`src/rtl/rwpp_pkg.sv`:
```
// Package: register map, field positions, reset values of the protect block
package rwpp_pkg;
    // ----------------------------------------------------------------
    // Register byte offsets
    // ----------------------------------------------------------------
    localparam logic [7:0] OFF_PROTECT   = 8'h00;
    localparam logic [7:0] OFF_PROC_MODE = 8'h04;
    localparam logic [7:0] OFF_CLK_CTRL  = 8'h08;
    localparam logic [7:0] OFF_CLK_DIV   = 8'h0c;
    localparam logic [7:0] OFF_PORT_DATA = 8'h10;
    localparam logic [7:0] OFF_PORT_DIR  = 8'h14;
    localparam logic [7:0] OFF_FUNC_SEL  = 8'h18;
    localparam logic [7:0] OFF_PIN_LEVEL = 8'h1c;

    // ----------------------------------------------------------------
    // Protect control fields
    // ----------------------------------------------------------------
    localparam int PRC_CLK_BIT  = 0;  // Clock control and divider
    localparam int PRC_MODE_BIT = 1;  // Processor mode
    localparam int PRC_DIR_BIT  = 2;  // Port direction, one write only
    localparam int PRC_WIDTH    = 3;

    // ----------------------------------------------------------------
    // Widths and reset values
    // ----------------------------------------------------------------
    localparam int PORT_PINS = 8;
    localparam int SEL_W     = 2;
    localparam logic [PRC_WIDTH-1:0] RST_PROTECT   = 3'h0;
    localparam logic [15:0]          RST_PROC_MODE = 16'h0000;
    localparam logic [15:0]          RST_CLK_CTRL  = 16'h0000;
    localparam logic [7:0]           RST_CLK_DIV   = 8'h00;
    localparam logic [7:0]           RST_PORT_DATA = 8'h00;
    localparam logic [7:0]           RST_PORT_DIR  = 8'h00;
    localparam logic [15:0]          RST_FUNC_SEL  = 16'h0000;

    // Output function choice per pin
    typedef enum logic [1:0] {
        RWPP_FN_PORT = 2'h0,
        RWPP_FN_PERA = 2'h1,
        RWPP_FN_PERB = 2'h2,
        RWPP_FN_PERC = 2'h3
    } rwpp_fn_t;
endpackage

```
`src/rtl/rwpp_pin_cell.sv`:
```
// One port pin: output function select and direction gating
`timescale 1ns/100ps
`default_nettype none
module rwpp_pin_cell (
    input  wire logic       clk,
    input  wire logic       resetn,
    input  wire logic       latch_bit,
    input  wire logic       dir_bit,
    input  wire logic [1:0] sel,
    input  wire logic       per_a,
    input  wire logic       per_b,
    input  wire logic       per_c,
    output var  logic       pin_out_q,
    output var  logic       pin_oe_q
);
    logic out_d;

    // Select the output source of the pin
    always_comb begin
        case (rwpp_pkg::rwpp_fn_t'(sel))
            rwpp_pkg::RWPP_FN_PERA: out_d = per_a;
            rwpp_pkg::RWPP_FN_PERB: out_d = per_b;
            rwpp_pkg::RWPP_FN_PERC: out_d = per_c;
            default:                out_d = latch_bit;
        endcase
    end

    // Drive only while direction selects output
    always_ff @(posedge clk) begin
        if (!resetn) begin
            pin_out_q <= 1'b0;
            pin_oe_q  <= 1'b0;
        end else begin
            pin_out_q <= dir_bit ? out_d : 1'b0;
            pin_oe_q  <= dir_bit;
        end
    end
endmodule
`default_nettype wire

```
`src/rtl/rwpp_top.sv`:
```
// Protected system registers, one-shot direction unlock and port output
//
// Behaviour
// - Mode and clock registers are writable only while unlocked, and software relocks them.
// - The port direction register accepts a write only while protect bit 2 is 1.
// - Protect bit 2 clears itself on the next completed write to a mapped address other than the protect register after the one that set it.
// - A pin drives its data latch value only while its direction bit selects output.
// - Each pin's function select field routes port data or one peripheral output to it.
//
// The address map and register access over APB were chosen for this implementation.
`timescale 1ns/100ps
`default_nettype none
module rwpp_top (
    input  wire logic        CLK,
    input  wire logic        RESETN,
    input  wire logic        PSEL,
    input  wire logic        PENABLE,
    input  wire logic        PWRITE,
    input  wire logic [7:0]  PADDR,
    input  wire logic [31:0] PWDATA,
    output var  logic [31:0] PRDATA,
    output var  logic        PREADY,
    output var  logic        PSLVERR,
    input  wire logic [7:0]  PORT_IN,
    input  wire logic [7:0]  PER_A_OUT,
    input  wire logic [7:0]  PER_B_OUT,
    input  wire logic [7:0]  PER_C_OUT,
    output var  logic [7:0]  PORT_OUT,
    output var  logic [7:0]  PORT_OE
);
    // ----------------------------------------------------------------
    // Declarations
    // ----------------------------------------------------------------
    logic [rwpp_pkg::PRC_WIDTH-1:0] protect_q;
    logic [15:0] proc_mode_q;
    logic [15:0] clk_ctrl_q;
    logic [7:0]  clk_div_q;
    logic [7:0]  port_data_q;
    logic [7:0]  port_dir_q;
    logic [15:0] func_sel_q;
    logic [7:0]  pin_meta_q;
    logic [7:0]  pin_sync_q;
    logic        access;
    logic        wr_en;
    logic        mapped;
    logic [31:0] rdata_d;

    // ----------------------------------------------------------------
    // APB slave
    // ----------------------------------------------------------------
    // One wait state; write commits where PREADY is seen high
    assign access = PSEL && PENABLE;
    assign wr_en  = access && PREADY && PWRITE;

    // Address decode and read mux
    always_comb begin
        mapped  = 1'b1;
        rdata_d = 32'h0000_0000;
        case (PADDR)
            rwpp_pkg::OFF_PROTECT:   rdata_d = {29'h0, protect_q};
            rwpp_pkg::OFF_PROC_MODE: rdata_d = {16'h0, proc_mode_q};
            rwpp_pkg::OFF_CLK_CTRL:  rdata_d = {16'h0, clk_ctrl_q};
            rwpp_pkg::OFF_CLK_DIV:   rdata_d = {24'h0, clk_div_q};
            rwpp_pkg::OFF_PORT_DATA: rdata_d = {24'h0, port_data_q};
            rwpp_pkg::OFF_PORT_DIR:  rdata_d = {24'h0, port_dir_q};
            rwpp_pkg::OFF_FUNC_SEL:  rdata_d = {16'h0, func_sel_q};
            rwpp_pkg::OFF_PIN_LEVEL: rdata_d = {24'h0, pin_sync_q};
            default:                 mapped  = 1'b0;
        endcase
    end

    // Ready, read data and error response
    always_ff @(posedge CLK) begin
        if (!RESETN) begin
            PREADY  <= 1'b0;
            PRDATA  <= 32'h0000_0000;
            PSLVERR <= 1'b0;
        end else begin
            PREADY  <= access && !PREADY;
            PRDATA  <= (access && !PREADY && !PWRITE) ? rdata_d : 32'h0000_0000;
            PSLVERR <= access && !PREADY && !mapped;
        end
    end

    // ----------------------------------------------------------------
    // Protect control
    // ----------------------------------------------------------------
    // Direction unlock dies on any other completed write to a mapped address
    always_ff @(posedge CLK) begin
        if (!RESETN) begin
            protect_q <= rwpp_pkg::RST_PROTECT;
        end else if (wr_en && PADDR == rwpp_pkg::OFF_PROTECT) begin
            protect_q <= PWDATA[rwpp_pkg::PRC_WIDTH-1:0];
        end else if (wr_en && mapped) begin
            protect_q[rwpp_pkg::PRC_DIR_BIT] <= 1'b0;
        end
    end

    // ----------------------------------------------------------------
    // Protected system registers
    // ----------------------------------------------------------------
    // Mode register guarded by its own protect bit
    always_ff @(posedge CLK) begin
        if (!RESETN) begin
            proc_mode_q <= rwpp_pkg::RST_PROC_MODE;
        end else if (wr_en && PADDR == rwpp_pkg::OFF_PROC_MODE
                     && protect_q[rwpp_pkg::PRC_MODE_BIT]) begin
            proc_mode_q <= PWDATA[15:0];
        end
    end

    // Clock control and divider share one protect bit
    always_ff @(posedge CLK) begin
        if (!RESETN) begin
            clk_ctrl_q <= rwpp_pkg::RST_CLK_CTRL;
            clk_div_q  <= rwpp_pkg::RST_CLK_DIV;
        end else if (wr_en && protect_q[rwpp_pkg::PRC_CLK_BIT]) begin
            if (PADDR == rwpp_pkg::OFF_CLK_CTRL) begin
                clk_ctrl_q <= PWDATA[15:0];
            end
            if (PADDR == rwpp_pkg::OFF_CLK_DIV) begin
                clk_div_q <= PWDATA[7:0];
            end
        end
    end

    // Direction register, one write per unlock
    always_ff @(posedge CLK) begin
        if (!RESETN) begin
            port_dir_q <= rwpp_pkg::RST_PORT_DIR;
        end else if (wr_en && PADDR == rwpp_pkg::OFF_PORT_DIR
                     && protect_q[rwpp_pkg::PRC_DIR_BIT]) begin
            port_dir_q <= PWDATA[7:0];
        end
    end

    // ----------------------------------------------------------------
    // Unprotected port registers and pin sampling
    // ----------------------------------------------------------------
    // Data latch and function select
    always_ff @(posedge CLK) begin
        if (!RESETN) begin
            port_data_q <= rwpp_pkg::RST_PORT_DATA;
            func_sel_q  <= rwpp_pkg::RST_FUNC_SEL;
        end else if (wr_en) begin
            if (PADDR == rwpp_pkg::OFF_PORT_DATA) begin
                port_data_q <= PWDATA[7:0];
            end
            if (PADDR == rwpp_pkg::OFF_FUNC_SEL) begin
                func_sel_q <= PWDATA[15:0];
            end
        end
    end

    // Two-stage synchroniser for the pin levels
    always_ff @(posedge CLK) begin
        if (!RESETN) begin
            pin_meta_q <= 8'h00;
            pin_sync_q <= 8'h00;
        end else begin
            pin_meta_q <= PORT_IN;
            pin_sync_q <= pin_meta_q;
        end
    end

    // ----------------------------------------------------------------
    // Pin output cells
    // ----------------------------------------------------------------
    genvar g;
    generate
        for (g = 0; g < rwpp_pkg::PORT_PINS; g++) begin : g_pin
            rwpp_pin_cell u_cell (
                .clk       (CLK),
                .resetn    (RESETN),
                .latch_bit (port_data_q[g]),
                .dir_bit   (port_dir_q[g]),
                .sel       (func_sel_q[g*2 +: 2]),
                .per_a     (PER_A_OUT[g]),
                .per_b     (PER_B_OUT[g]),
                .per_c     (PER_C_OUT[g]),
                .pin_out_q (PORT_OUT[g]),
                .pin_oe_q  (PORT_OE[g])
            );
        end
    endgenerate

    // ----------------------------------------------------------------
    // Assertions
    // ----------------------------------------------------------------
    clk_locked_a: assert property (@(posedge CLK) disable iff (!RESETN)
        wr_en && PADDR == rwpp_pkg::OFF_CLK_CTRL && !protect_q[0] |=> $stable(clk_ctrl_q))
        else $error("clock control changed while protected");

    clk_open_a: assert property (@(posedge CLK) disable iff (!RESETN)
        wr_en && PADDR == rwpp_pkg::OFF_CLK_DIV && protect_q[0]
        |=> clk_div_q == $past(PWDATA[7:0]))
        else $error("divider write lost while unprotected");

    mode_locked_a: assert property (@(posedge CLK) disable iff (!RESETN)
        wr_en && PADDR == rwpp_pkg::OFF_PROC_MODE && !protect_q[1] |=> $stable(proc_mode_q))
        else $error("mode register changed while protected");

    dir_locked_a: assert property (@(posedge CLK) disable iff (!RESETN)
        !protect_q[2] |=> $stable(port_dir_q))
        else $error("direction changed without unlock");

    unlock_once_a: assert property (@(posedge CLK) disable iff (!RESETN)
        wr_en && mapped && PADDR != rwpp_pkg::OFF_PROTECT |=> !protect_q[2])
        else $error("direction unlock survived a write");

    pin_gate_a: assert property (@(posedge CLK) disable iff (!RESETN)
        !port_dir_q[0] ##1 !port_dir_q[0] |=> !PORT_OE[0] && !PORT_OUT[0])
        else $error("pin driven while set as input");

    pin_port_a: assert property (@(posedge CLK) disable iff (!RESETN)
        port_dir_q[2] && func_sel_q[5:4] == 2'h0 |=> PORT_OUT[2] == $past(port_data_q[2]))
        else $error("port function not routed to pin");

    pin_per_a: assert property (@(posedge CLK) disable iff (!RESETN)
        port_dir_q[2] && func_sel_q[5:4] == 2'h2 |=> PORT_OUT[2] == $past(PER_B_OUT[2]))
        else $error("peripheral output not routed to pin");

    ready_pulse_a: assert property (@(posedge CLK) disable iff (!RESETN)
        access && !PREADY |=> PREADY ##1 !PREADY)
        else $error("ready not a single cycle after one wait");

    unmapped_err_a: assert property (@(posedge CLK) disable iff (!RESETN)
        access && !PREADY && !mapped |=> PSLVERR && PREADY)
        else $error("unmapped address not flagged");
endmodule
`default_nettype wire

```
`config.mk`:
```
export PLATFORM = sky130hd
export DESIGN_NAME = rwpp_top
export DESIGN_NICKNAME = d
export VERILOG_FILES = /design/src/rtl/rwpp_pkg.sv /design/src/rtl/rwpp_pin_cell.sv /design/src/rtl/rwpp_top.sv
export SDC_FILE = /design/constraint.sdc
export NUM_CORES = 1
export LEC_CHECK = 0
export ABC_AREA = 0
export CAP_MARGIN = 0
export CORE_MARGIN = 4
export CORE_UTILIZATION = 25
export CTS_CLUSTER_SIZE = 25
export DETAILED_ROUTE_END_ITERATION = 10
export DONT_BUFFER_PORTS = 1
export PLACE_DENSITY_LB_ADDON = 0.15
export RECOVER_POWER = 50
export SLEW_MARGIN = 20
export SYNTH_ARGS = -nofsm -noshare
export SYNTH_HDL_FRONTEND = slang
export SYNTH_SLANG_ARGS = --single-unit
```
`constraint.sdc`:
```
create_clock -name CLK -period 2.9 [get_ports CLK]
set_input_delay 0.145 -clock CLK [delete_from_list [all_inputs] [get_ports CLK]]
set_output_delay 0.145 -clock CLK [all_outputs]
set_load 0.05 [all_outputs]
```
==> results.yml <==
run_status:
  outcome: "finished, final reports clean"
power_and_ir_drop:
  p_leak_nw: 2.38
  ir_drop_mv: 0.342
  powerDensity_nw_per_um2: 663
  p_total_mw: 4.25
run:
  drv_cap: 0
finish:
  nFillCells: 2155
  nets: 616
  multiInputGateArea_um2: 2480
  fin_cells: 822
  mostFrequentLayoutCells: "dfxtp_1 (125), nand2_1 (68), mux2i_1 (49)"
  synthToLayoutAreaGrowth_pct: 21.2
  layout_commonest_cell: "dfxtp_1"
  regArea_um2: 2500
  diodes: 0
  drive_gt1_share_pct: 12.7
critical_path:
  crit_required_ns: 3.19
  cp_slowest_cell: "dfxtp_1"
  cp-startpoint: "PREADY"
  crit_type: "reg2reg"
  crit_arrival_ns: 2.58
  rr_startpoint: "PREADY"
  cp-start-kind: "flip-flop"
  worstPathMaxFanout: 8
  cp-end-kind: "flip-flop"
  cpPeakStageDelay_ns: 0.68
  crit_chain: "and4_1, nand4_1, mux2i_1, nor2b_1"
die:
  die_area_um2: 23600
  pin_count: 127
  start_util_pct: 25.7
  rows: 52
  core-area_um2: 20600
  die_y_um: 154
  fp.dieW_um: 154
detailed_routing:
  drt_first_iter_violations: 212
  vias_per_cell: 4.49
  drt_pass1_iterations: 4
  drc: 0
  ant_nets: 0
  routed_wl_um: 15400
  dr_total_vias: 3688
  wl_per_cell_um: 18.8
logic_synthesis:
  synth_ff_type: "dfxtp_1"
  async_reset_ff_share_pct: 0
  synth_edf_count: 0
  syn_inst: 522
  synth.distinct_cells: 43
  ys_ff_latch: 125
  ys_seq_area_share_pct: 47.3
  yosysWarningCount: 0
  syn-cell-area_um2: 5290
  synth.avg_cell_area_um2: 10.1
timing:
  final.setup.worst_slack_ns: 0.612
  timing_hold_violations_final: 0
  max_freq_mhz: 437
  holdWs_ns: 0.0335
  rsz0062_at_grt: "no"
  fin_tns_setup_ns: 0
  tightest_slew_ns: 0.935
  period_needed_ns: 2.29
  max-slew-margin-rel_pct: 37.7
  drv_slew: 0
  final.period_utilization_pct: 78.9
  setup_violations: 0
  fin_worst_skew_ns: 0.00732
grt:
  grt_max_degree: 100
  grt_pass1_wl_um: 23800
  antenna_found_initial: 0
  grt_overflow_total: 0
  first_global_vias: 3793
  track_usage_pct: 13.2
placed_design:
  portBuffers: 0
  dp_slack_ns: 0.649
  place_inst: 760
  dp_hpwl_um: 10500
  place.gp.congestion: 0.792
clock_network:
  insertion_delay_ns: 0.41
  clock_path_buffers: 2
  root_buffer: "clkbuf_16"
  ctsResizeCount: 0
  cts_setup_buffers: 0
  path_clk_slew_ns: 0.06
  cts_tree: "yes"
  htree_levels: 4
  clock_sinks: 125
  cts_buffers: 17
  cts_hold_buf: 30
hold_path:
  hold_start: "PADDR[6]"
  min_path_type: "in2reg"
==> final cells by class <==
| class | count | area share, % |
|---|---|---|
| clock buffers | 21 | 7.18 |
| clock inverters | 11 | 2.94 |
| inverters | 4 | 0.234 |
| multi-input cells | 346 | 38.7 |
| flip-flops and latches | 125 | 39.0 |
| well taps | 270 | 5.27 |
| repair buffers | 45 | 6.65 |
==> cells by family after synthesis <==
kind of cell / after synthesis / share of synthesized area (%)
other: 1 / 0.0709
buffers and inverters: 66 / 7.07
AO/OA/AOI/OAI: 80 / 11.3
AND/OR/NAND/NOR: 188 / 19.7
multiplexers: 62 / 14.6
flip-flops: 125 / 47.3
==> synthesized netlist by cell type (all sizes together) (3+ instances only) <==
master   count  area (µm²)
buf         38         269
a21boi      33         248
nor2        12        45.0
o21ai        5        25.0
a21oi        5        25.0
nand3        5        25.0
o2bb2ai      3        26.3
nor4b        3        38.8
mux2i       49         490
or4          3        26.3
inv          4        15.0
nand2       68         255
and2        34         213
mux4        12         270
nand4        6        37.5
a22oi       14         105
a22o        13         114
o22ai        3        18.8
dfxtp      125        2500
clkbuf      24        90.1
nor2b       43         269
==> worst max-delay path: cells and delay by family (launching register included) <==
family,cells,cell delay [ns]
DFF,1,0.68
muxes,1,0.35
and+or+nand+nor,3,1.14
==> registers in the layout, summed over array words and instances, names as in the netlist <==
| register | flops |
|---|---|
| protect_q | 3 |
| pin_sync_q | 8 |
| port_dir_q | 8 |
| PRDATA | 16 |
| proc_mode_q | 16 |
| pin_meta_q | 8 |
| func_sel_q | 16 |
| PREADY | 1 |
| clk_ctrl_q | 16 |
| PSLVERR | 1 |
| port_data_q | 8 |
| clk_div_q | 8 |
| g_pin.u_cell.pin_oe_q | 8 |
| g_pin.u_cell.pin_out_q | 8 |
==> final timing paths <==
path	depth (start not counted)	slack (ns)	end
worst max-delay path	4	0.61	clk_div_q[6]
worst min-delay path	3	0.03	PSLVERR
worst max register to register	4	0.61	clk_div_q[6]
worst min register to register	1	0.44	pin_sync_q[6]
==> stage by stage <==
| stage | instance area (µm²) | util, % |
|---|---|---|
| final | 6420 | 31.2 |
| after global routing | 6420 | 31.2 |
| after CTS | 6420 | 31.2 |
| after detailed placement | 5450 | 26.5 |
| after global placement | 5450 | 26.5 |
| after floorplan | 5350 | - |
==> power breakdown <==
| group | leakage [nW] | switching, mW | internal [mW] |
|---|---|---|---|
| clock network | 0.313 | 0.777 | 1.57 |
| logic | 1.05 | 0.106 | 0.0657 |
| registers | 1.01 | 0.00844 | 1.73 |
==> layer usage <==
metal,up-vias,track usage (%),routed length [µm]
li1,1805,-,-
met1,1776,17.5,7310
met2,86,21.1,7270
met3,21,3.09,601
met4,0,5.05,264
met5,-,0,0
Power figures use the tool's default switching activity.
